$ cat src/hw/sadc_pkg.sv
// Shared constants for the successive-approximation converter sequencer
package sadc_pkg;
  // Register byte offsets on the Avalon-MM slave
  localparam logic [7:0] SCR_OFF = 8'h38;
  localparam logic [7:0] RES_OFF = 8'h3c;
  localparam logic [7:0] CLK_OFF = 8'h40;
  localparam logic [7:0] PDAT_OFF = 8'h44;
  localparam logic [7:0] PDIR_OFF = 8'h48;
  localparam logic [7:0] PPIN_OFF = 8'h4c;
  // Status and control field positions
  localparam int DONE_BIT = 7;
  localparam int IEN_BIT = 6;
  localparam int CONT_BIT = 5;
  localparam int SEL_W = 5;
  // Input select codes
  localparam logic [4:0] SEL_POWER_OFF = 5'h1f;
  localparam logic [4:0] SEL_RST = 5'h1f;
  localparam int NUM_PINS = 15;
  // Clock register field positions and reset
  localparam int PRE_LSB = 5;
  localparam int PRE_W = 3;
  localparam int SRC_BIT = 4;
  localparam logic [3:0] CLK_RST = 4'h0;
  // Conversion length in converter clocks
  localparam logic [4:0] CONV_TICKS = 5'h10;
  localparam logic [3:0] LAST_STEP = 4'hf;
  localparam logic [7:0] RES_RST = 8'h00;
  localparam logic [7:0] SAR_FIRST = 8'h80;
endpackage

$ cat src/hw/sadc_prescaler.sv
// Converter clock source select and prescaler, as a tick on the bus clock
`timescale 1ns/1ps
module sadc_prescaler (
  input wire logic mclk_i, // Bus clock
  input wire logic rst_b_i, // Sync reset, active low
  input wire logic xtal_i, // Crystal reference clock level
  input wire logic src_bus_i, // 1 = bus clock, 0 = crystal
  input wire logic [2:0] prescale_i, // Divide code
  input wire logic hold_i, // Freeze the divider
  output logic tick_o // One converter clock edge
);
  logic xtal_d_reg;
  logic [3:0] cnt_reg;
  logic [3:0] cnt_next;
  logic [3:0] lim;
  logic in_tick;

  assign in_tick = src_bus_i | (xtal_i & ~xtal_d_reg);
  assign lim = prescale_i[2] ? 4'hf : 4'((4'h1 << prescale_i[1:0]) - 4'h1);
  assign tick_o = in_tick & ~hold_i & (cnt_reg >= lim);
  assign cnt_next = tick_o ? 4'h0 : (in_tick & ~hold_i ? 4'(cnt_reg + 4'h1) : cnt_reg);

  always_ff @(posedge mclk_i) begin
    if (!rst_b_i) begin
      xtal_d_reg <= 1'b0;
      cnt_reg <= 4'h0;
    end else begin
      xtal_d_reg <= xtal_i;
      cnt_reg <= cnt_next;
    end
  end
endmodule // sadc_prescaler

$ cat src/hw/sadc_sar.sv
// Successive-approximation step engine, sixteen converter clocks per result
`timescale 1ns/1ps
module sadc_sar (
  input wire logic mclk_i, // Bus clock
  input wire logic rst_b_i, // Sync reset, active low
  input wire logic tick_i, // Converter clock edge
  input wire logic start_i, // Begin at this tick
  input wire logic abort_i, // Drop any conversion
  input wire logic comp_i, // 1 when input at or above trial
  output logic busy_o, // Conversion running
  output logic done_o, // One-cycle completion pulse
  output logic [7:0] result_o, // Last completed code
  output logic [7:0] dac_o // Trial code to comparator
);
  logic [3:0] step_reg;
  logic [7:0] trial_next;
  logic [2:0] idx;
  logic [4:0] seen_reg;

  assign idx = 3'(3'h7 - step_reg[2:0]);
  always_comb begin
    trial_next = dac_o;
    if (!step_reg[3]) begin
      trial_next[idx] = comp_i;
      if (idx != 3'h0) begin
        trial_next[3'(idx - 3'h1)] = 1'b1;
      end
    end
  end

  always_ff @(posedge mclk_i) begin
    if (!rst_b_i || abort_i) begin
      busy_o <= 1'b0;
      done_o <= 1'b0;
      step_reg <= 4'h0;
      dac_o <= sadc_pkg::RES_RST;
    end else begin
      done_o <= tick_i & busy_o & (step_reg == sadc_pkg::LAST_STEP);
      if (tick_i && !busy_o && start_i) begin
        busy_o <= 1'b1;
        step_reg <= 4'h0;
        dac_o <= sadc_pkg::SAR_FIRST;
      end else if (tick_i && busy_o) begin
        dac_o <= trial_next;
        step_reg <= 4'(step_reg + 4'h1);
        busy_o <= step_reg != sadc_pkg::LAST_STEP;
      end
    end
  end

  always_ff @(posedge mclk_i) begin
    if (!rst_b_i) begin
      result_o <= sadc_pkg::RES_RST;
    end else if (tick_i && busy_o && step_reg == sadc_pkg::LAST_STEP) begin
      result_o <= dac_o;
    end
  end

  // Helper count of converter clocks since start
  always_ff @(posedge mclk_i) begin
    if (!rst_b_i) begin
      seen_reg <= 5'h0;
    end else if (tick_i && !busy_o && start_i) begin
      // The start edge opens the count; sixteen clocks follow it, eight deciding bits and eight holding the code
      seen_reg <= 5'h0;
    end else if (tick_i && busy_o) begin
      seen_reg <= 5'(seen_reg + 5'h1);
    end
  end
endmodule // sadc_sar

$ cat src/hw/sadc_top.sv
// Converter sequencer: register slave, pin claim, start/stop control
//
// Decided for this implementation: the Avalon-MM interface to the registers.
`timescale 1ns/1ps
module sadc_top #(
  parameter int NPIN = sadc_pkg::NUM_PINS // Shared port pins
) (
  input wire logic mclk_i, // Bus clock, 125 MHz
  input wire logic rst_b_i, // Sync reset, active low
  input wire logic [7:0] avs_address_i, // Byte address
  input wire logic avs_read_i, // Read request
  input wire logic avs_write_i, // Write request
  input wire logic [3:0] avs_byteenable_i, // Byte lanes
  input wire logic [31:0] avs_writedata_i, // Write data
  output logic [31:0] avs_readdata_o, // Read data
  output logic avs_waitrequest_o, // Stall
  input wire logic xtal_i, // Crystal reference clock
  input wire logic stop_i, // Processor stop mode
  input wire logic comp_i, // Comparator: input at or above trial
  output logic [7:0] dac_code_o, // Trial code to comparator
  output logic [4:0] mux_sel_o, // Analog multiplexer select
  output logic conv_power_o, // Analog section powered
  output logic irq_o, // Interrupt request, also wake
  input wire logic [NPIN-1:0] pin_in_i, // Pin levels
  output logic [NPIN-1:0] pin_out_o, // Pin drive values
  output logic [NPIN-1:0] pin_oe_o // Pin drive enables
);
  logic ack_reg;
  logic [31:0] rdata_reg;
  logic done_reg;
  logic ien_reg;
  logic cont_reg;
  logic [4:0] sel_reg;
  logic [3:0] clkcfg_reg;
  logic [NPIN-1:0] pdat_reg;
  logic [NPIN-1:0] pdir_reg;
  logic pend_reg;
  logic irq_reg;
  logic [NPIN-1:0] claimed;
  logic [NPIN-1:0] pin_rd;
  logic req;
  logic acc_wr;
  logic acc_rd;
  logic lane0;
  logic hit_scr;
  logic hit_res;
  logic hit_clk;
  logic hit_pdat;
  logic hit_pdir;
  logic hit_ppin;
  logic scr_wr;
  logic res_rd;
  logic tick;
  logic busy;
  logic sar_done;
  logic [7:0] result;
  logic powered;
  logic flag_clr;
  logic [7:0] scr_view;
  logic [31:0] rmux;

  // Bus decode
  assign req = avs_read_i | avs_write_i;
  assign avs_waitrequest_o = req & ~ack_reg;
  assign acc_wr = avs_write_i & ack_reg;
  assign acc_rd = avs_read_i & ack_reg;
  assign lane0 = avs_byteenable_i[0];
  assign hit_scr = avs_address_i == sadc_pkg::SCR_OFF;
  assign hit_res = avs_address_i == sadc_pkg::RES_OFF;
  assign hit_clk = avs_address_i == sadc_pkg::CLK_OFF;
  assign hit_pdat = avs_address_i == sadc_pkg::PDAT_OFF;
  assign hit_pdir = avs_address_i == sadc_pkg::PDIR_OFF;
  assign hit_ppin = avs_address_i == sadc_pkg::PPIN_OFF;
  assign scr_wr = acc_wr & lane0 & hit_scr;
  assign res_rd = acc_rd & hit_res;
  assign flag_clr = scr_wr | res_rd;
  assign avs_readdata_o = rdata_reg;

  assign powered = sel_reg != sadc_pkg::SEL_POWER_OFF;
  assign conv_power_o = powered;
  assign mux_sel_o = sel_reg;
  assign irq_o = irq_reg;

  // flag reads 0 while interrupts enabled
  assign scr_view = {done_reg & ~ien_reg, ien_reg, cont_reg, sel_reg};

  // Pin claim and read values
  genvar gi;
  generate
    for (gi = 0; gi < NPIN; gi++) begin : g_pin
      assign claimed[gi] = sel_reg == 5'(gi);
      assign pin_oe_o[gi] = pdir_reg[gi] & ~claimed[gi];
      assign pin_out_o[gi] = pdat_reg[gi];
      assign pin_rd[gi] = pdir_reg[gi] ? pdat_reg[gi] : (~claimed[gi] & pin_in_i[gi]);
    end
  endgenerate

  assign rmux = hit_scr ? {24'h0, scr_view} :
                hit_res ? {24'h0, result} :
                hit_clk ? {24'h0, clkcfg_reg, 4'h0} :
                hit_pdat ? 32'(pdat_reg) :
                hit_pdir ? 32'(pdir_reg) :
                hit_ppin ? 32'(pin_rd) : 32'h0;

  // One wait state per access
  always_ff @(posedge mclk_i) begin
    if (!rst_b_i) begin
      ack_reg <= 1'b0;
      rdata_reg <= 32'h0;
    end else begin
      ack_reg <= req & ~ack_reg;
      rdata_reg <= (avs_read_i & ~ack_reg) ? rmux : rdata_reg;
    end
  end

  always_ff @(posedge mclk_i) begin
    if (!rst_b_i) begin
      ien_reg <= 1'b0;
      cont_reg <= 1'b0;
      sel_reg <= sadc_pkg::SEL_RST;
    end else if (scr_wr) begin
      ien_reg <= avs_writedata_i[sadc_pkg::IEN_BIT];
      cont_reg <= avs_writedata_i[sadc_pkg::CONT_BIT];
      sel_reg <= avs_writedata_i[sadc_pkg::SEL_W-1:0];
    end
  end

  always_ff @(posedge mclk_i) begin
    if (!rst_b_i) begin
      clkcfg_reg <= sadc_pkg::CLK_RST;
    end else if (acc_wr && lane0 && hit_clk) begin
      clkcfg_reg <= avs_writedata_i[sadc_pkg::PRE_LSB+sadc_pkg::PRE_W-1:sadc_pkg::SRC_BIT];
    end
  end

  // selected pin keeps its port bits
  always_ff @(posedge mclk_i) begin
    if (!rst_b_i) begin
      pdat_reg <= '0;
      pdir_reg <= '0;
    end else begin
      if (acc_wr && hit_pdat) begin
        pdat_reg <= (avs_writedata_i[NPIN-1:0] & ~claimed) | (pdat_reg & claimed);
      end
      if (acc_wr && hit_pdir) begin
        pdir_reg <= (avs_writedata_i[NPIN-1:0] & ~claimed) | (pdir_reg & claimed);
      end
    end
  end

  // start request held until a converter clock takes it
  always_ff @(posedge mclk_i) begin
    if (!rst_b_i) begin
      pend_reg <= 1'b0;
    end else if (scr_wr) begin
      pend_reg <= avs_writedata_i[sadc_pkg::SEL_W-1:0] != sadc_pkg::SEL_POWER_OFF;
    end else if (!powered) begin
      pend_reg <= 1'b0;
    end else if (stop_i && busy) begin
      pend_reg <= 1'b1;
    end else if (sar_done && cont_reg) begin
      pend_reg <= 1'b1;
    end else if (tick && !busy) begin
      pend_reg <= 1'b0;
    end
  end

  // completion flag and interrupt; set wins
  always_ff @(posedge mclk_i) begin
    if (!rst_b_i) begin
      done_reg <= 1'b0;
      irq_reg <= 1'b0;
    end else begin
      done_reg <= (sar_done & ~ien_reg) | (done_reg & ~flag_clr);
      irq_reg <= (sar_done & ien_reg) | (irq_reg & ~flag_clr);
    end
  end

  sadc_prescaler u_pre (
    .mclk_i(mclk_i),
    .rst_b_i(rst_b_i),
    .xtal_i(xtal_i),
    .src_bus_i(clkcfg_reg[0]),
    .prescale_i(clkcfg_reg[3:1]),
    .hold_i(stop_i),
    .tick_o(tick)
  );

  // abort on stop, status write or power-off
  sadc_sar u_sar (
    .mclk_i(mclk_i),
    .rst_b_i(rst_b_i),
    .tick_i(tick),
    .start_i(pend_reg & powered & ~scr_wr),
    .abort_i(stop_i | scr_wr | ~powered),
    .comp_i(comp_i),
    .busy_o(busy),
    .done_o(sar_done),
    .result_o(result),
    .dac_o(dac_code_o)
  );
endmodule // sadc_top

$ cat config.mk
export PLATFORM = sky130hd
export DESIGN_NAME = sadc_top
export DESIGN_NICKNAME = d
export VERILOG_FILES = /design/src/hw/sadc_pkg.sv /design/src/hw/sadc_prescaler.sv /design/src/hw/sadc_sar.sv /design/src/hw/sadc_top.sv
export SDC_FILE = /design/constraint.sdc
export NUM_CORES = 1
export LEC_CHECK = 0
export BUFFER_PORTS_ARGS = -buffer_cell sky130_fd_sc_hd__buf_4
export CAP_MARGIN = 30
export CORE_MARGIN = 2
export CORE_UTILIZATION = 52
export DETAILED_ROUTE_END_ITERATION = 12
export GPL_ROUTABILITY_DRIVEN = 0
export PLACE_DENSITY_LB_ADDON = 0.05
export SYNTH_ARGS = -nofsm -noshare
export SYNTH_HDL_FRONTEND = slang
export SYNTH_SLANG_ARGS = --single-unit
$ cat constraint.sdc
create_clock -name mclk_i -period 2.93 [get_ports mclk_i]
set_input_delay 0 -clock mclk_i [delete_from_list [all_inputs] [get_ports mclk_i]]
set_output_delay 0 -clock mclk_i [all_outputs]
set_load 0.01 [all_outputs]
Word-level counts from Yosys, hierarchy flattened
Index checks and enable logic that the tools add are counted.
Word-level totals
  word-level logic and storage cells: 203
  output and inout bits: 78
  bits in registers: 104
  input bits: 66
Cells by class
  reduce and logical (&&, ||, !) cells: 22
  bitwise logic cells: 87
  eq/ne operators: 26
  $lt $le $gt $ge: 5
  mux-type cells: 38
  add/subtract/negate cells: 5
  shift-type cells: 1
Operator list (number)
  2-to-1 mux 15 bit: 6
  bitwise AND 1 bit: 49
  bitwise AND 15 bit: 3
  == test 5 x 4 -> 1 bit, second input constant: 7
  == test 8 x 7 -> 1 bit, second input constant: 4
  2-to-1 mux 8 bit: 4
  bitwise OR 15 bit: 2
  2-to-1 mux 1 bit: 24
  NOT 1 bit: 24
  == test 5 x 3 -> 1 bit, second input constant: 4
  == test 8 x 6 -> 1 bit, second input constant: 2
  NOT 15 bit: 1
  logical AND 1 bit: 12
  == test 5 x 2 -> 1 bit, second input constant: 2
  != test 5 bit, second input constant: 2
  adder 4 x 1 -> 4 bit, second input constant: 2
  bitwise mux 8 bit: 1
  less-than comparator 3 x 4 -> 1 bit, second input constant: 2
  bitwise OR 8 bit: 1
  bitwise OR 1 bit: 7
  demux 1 bit (select 3 bit): 2
  greater-or-equal comparator 3 x 1 -> 1 bit, second input constant: 2
  == test 5 x 1 -> 1 bit, second input constant: 1
  logical NOT 5 bit: 1
  other kinds (16): 19

Longest topological paths before layout
  depth after elaboration: 11
  depth in mapped cells: 8

Hierarchy
From an unflattened synthesis, not the netlist that was laid out.
Unflattened totals
  cell total of the unflattened synthesis: 622
  area total of the unflattened synthesis: 5078.6 um2
Modules (own cells, without submodules)
  sadc_top: cells each 467, seq. area each 1201.2 um2, times used 1, area an instance 3622.2 um2
  sadc_sar: cells each 113, seq. area each 440.4 um2, times used 1, area an instance 1087.3 um2
  sadc_prescaler: cells each 42, seq. area each 100.1 um2, times used 1, area an instance 369.1 um2

Least setup slack after synthesis
Ideal clock, no wire load.
  path type: flip-flop to flip-flop
  start point: reg clkcfg_reg[3]
  end point: reg u_sar.result_o[0]
  cell stages (with the launch flop): 9
  slack: 702 ps
  arrival time: 2112 ps
  required time: 2814 ps
  cell sequence: dfxtp_1 > or3_1 > ha_1 > nand2b_1 > a2111o_1 > nand4_1 > buf_2 > mux2i_1 > nor2b_1
On the way
  cells in the longest elaborated chain, start to end: 5
Ends and longest elaborated chain
  start, declared: RTL line sadc_top.sv:34  | logic [3:0] clkcfg_reg;
  start signal, assigned: RTL line sadc_top.sv:130  | clkcfg_reg <= sadc_pkg::CLK_RST;
  start signal, assigned: RTL line sadc_top.sv:132  | clkcfg_reg <= avs_writedata_i[sadc_pkg::PRE_LSB+sadc_pkg::PRE_W-1:sadc_pkg::SRC_BIT];
  2-to-1 mux 4 bit: RTL line sadc_prescaler.sv:19  | assign lim = prescale_i[2] ? 4'hf : 4'((4'h1 << prescale_i[1:0]) - 4'h1);
  greater-or-equal comparator 4 bit: RTL line sadc_prescaler.sv:20  | assign tick_o = in_tick & ~hold_i & (cnt_reg >= lim);
  bitwise AND 1 bit: RTL line sadc_prescaler.sv:20
  logical AND 1 bit (2 in a row): RTL line sadc_sar.sv:54  | end else if (tick_i && busy_o && step_reg == sadc_pkg::LAST_STEP) begin
  end signal, assigned: RTL line sadc_sar.sv:53  | result_o <= sadc_pkg::RES_RST;
  end signal, assigned: RTL line sadc_sar.sv:55  | result_o <= dac_o;
  end, declared: RTL line sadc_sar.sv:12  | output logic [7:0] result_o,
Every way passes these cells.
A chain may end at the register's enable or synchronous reset.

Final worst setup path
  start point: reg clkcfg_reg[3]
  end point: reg u_sar.result_o[3]
Same word-level chain as after synthesis.

==> results.toml <==
[finish]
fillers = 788
layout_commonest_cell = "buf_4"
fin_area_sq_mm = 0.00607
antennaDiodeCount = 0
layout.cells.most_common_list = "buf_4 (112), dfxtp_1 (87), nand2_1 (86)"
layout.cells.non_filler = 823
fin_util_pct = 66.3
syn_to_final_growth_pct = 24.4
drive_above_1_share_pct = 19.7
nets = 780

[cts]
root_buffer = "clkbuf_8"
cts_setup_buffers = 0
cts.clk_slew.worst_paths_ps = 90
cts-htree-levels = 3
cts_buffers = 9
cts_hold_buffers = 19
cts.sinks = 87
clock_latency_ps = 360
cts_tree = "done"
cts_repair_resize_count = 0
clockBufferDepth = 2

[timing]
final.setup_skew_ps = 11.2
min_period_ps = 2580
report.final.slew_viol_count = 0
period_share_pct = 88.2
worst_slack_ps = 345
timing.final.hold_violations = 0
max_slew_margin_pct = 49.6
fmax_ghz = 0.387
final.setup.tns_ps = 0
rsz0062_at_grt = "no"
setup_viol = 0
tightest_slew_ps = 745

[run]
drv_cap = 0

[placement]
port_buffers = 106
place_inst = 788
place_hpwl_mm = 9.57
place_ws_ps = 385
dpl_cell_area_sq_mm = 0.00564

[pwr]
combPwrFrac_pct = 9.9
power.leakage_nw = 2.58
power_switching_mw = 0.585
p_clk_share_pct = 40.6
ir_drop_mv = 0.213
p_sw_share_pct = 24.2
p_int_mw = 1.84
power_density_mw_per_mm2 = 399
p_seq_share_pct = 49.6

[grt]
grt_max_degree = 69
grt_pass1_wl_mm = 21.9
grt_antenna_before_repair = 0
grt_pass1_vias = 4245
groute.usage.overall_pct = 27.2
grt_overflow = 0

[drt]
vias_per_cell = 5.75
post-route-drc-count = 0
drtIter0Drc = 349
drtPass1Iterations = 5
ant_nets = 0
wire_per_inst_um = 16.6
via_count = 4730
wirelength_mm = 13.7

[setup_path]
crit_fanout = 10
path_cells = "or3_1 -> ha_1 -> nand2b_1 -> a2111o_1 -> nand4_1 -> mux2i_1 -> nor2b_1"
crit_slowest_cell = "a2111o_1"
arrival_ps = 2830
endpoint_kind = "flip-flop"
crit_type = "flip-flop to flip-flop"
worstPathRequired_ps = 3180
start_kind = "flip-flop"
slowest_delay_ps = 500

[synth]
synth_cells = 600
yosys.area.top_type = "dfxtp_1"
synth_seq_area_share_pct = 35.7
synth_edf_count = 0
ys_warn_count = 0
ys_seq_elements = 87
syn_area_sq_mm = 0.00488
synth_ff_type = "dfxtp_1"
synth.distinct_cells = 64
netlist_top_cells_area = "dfxtp_1 (36%), mux2i_1 (7.6%), nand2_1 (6.6%)"
async_flop_share_pct = 0
synth_top_area_share_pct = 35.7
avgSynthCellArea_sq_um = 8.13

[floorplan]
io_pins = 144
die_w_um = 101
start_util_pct = 53.3
core_sq_mm = 0.00915
rows = 35
die_y_um = 101
die_area_sq_mm = 0.0102

[worst_hold_path]
hold_class = "primary input to flip-flop"

[status]
outcome = "finished, final reports clean"
-- worst paths after layout --
check | startpoint | endpoint | slack (ps) | cells after the start
worst max-delay path | clkcfg_reg[3] | u_sar.result_o[3] | 350 | 7
worst min-delay path | pin_in_i[10] | avs_readdata_o[10] | 0.8 | 4
worst max register to register | clkcfg_reg[3] | u_sar.result_o[3] | 350 | 7
worst min register to register | avs_readdata_o[14] | avs_readdata_o[14] | 480 | 1
-- stage by stage --
stage / power, mW / hold slack, ps
3_5_place_dp: 1.44 / 219
6_report: 2.42 / 0.763
5_1_grt: 2.49 / 21.6
2_1_floorplan: 1.35 / 122
4_1_cts: 2.42 / 3.69
3_3_place_gp: 1.44 / 215
-- metal layers --
metal | GRT usage (%) | part of all wire (%) | vias to the layer above
met4 | 7.06 | 0.93 | 0
li1 | - | - | 2322
met3 | 2.98 | 6.5 | 13
met5 | 0 | 0 | -
met2 | 42.6 | 46 | 190
met1 | 39.9 | 47 | 2205
-- power groups by stage --
stage	combinational [mW]	sequential, mW	clock [mW]
final	0.239	1.20	0.982
after floorplan	0.125	1.23	0
after global placement	0.212	1.23	0
after detailed placement	0.216	1.23	0
after CTS	0.237	1.20	0.986
after global routing	0.263	1.20	1.03
-- cells by family after synthesis --
logic type / Yosys count / synth area share, %
and+or+nand+nor: 267 / 29.1
AOI/OAI and AO/OA: 138 / 18.6
adders and majority gates: 7 / 1.80
xor gates and xnor gates: 3 / 0.539
muxes: 39 / 8.06
other: 1 / 0.0769
DFF: 87 / 35.7
buffers and inverters: 58 / 6.11
-- final cells by class --
cell class / count / area, sq um / share of cell area (%)
multi-input cells: 471 / 2900 / 47.7
inverters: 7 / 26.3 / 0.433
flip-flops and latches: 87 / 1740 / 28.7
clock inverters: 4 / 77.6 / 1.28
well taps: 111 / 139 / 2.29
repair buffers: 131 / 1030 / 17.0
clock buffers: 12 / 155 / 2.56
-- critical path: cells and delay by family (launching register included) --
| family | cells | cell delay, ps |
|---|---|---|
| simple gates | 4 | 1090 |
| compound gates | 1 | 500 |
| flops | 1 | 350 |
| fa+ha+maj | 1 | 270 |
| mux | 1 | 270 |
-- cells in the mapped netlist, types with 3 or more instances --
library cell and n:
nor4b_1 5, nand3_1 31, nand3b_1 3, a21boi_1 6, o2111ai_1 4, buf_4 17
and2_1 16, and3_1 9, buf_2 7, a32o_1 7, mux2i_1 37, nor2b_1 45
nand2b_1 10, o31ai_1 6, nor3b_1 3, a31oi_1 7, ha_1 7, nor3_1 8
nor2_1 29, nand2_1 86, a21oi_1 34, dfxtp_1 87, inv_1 7, clkbuf_1 24
or3_1 3, a21boi_0 7, o21ai_0 34, o221ai_1 5, o22ai_1 4, a211oi_1 4
No activity file was read; power rests on OpenSTA's default activity.
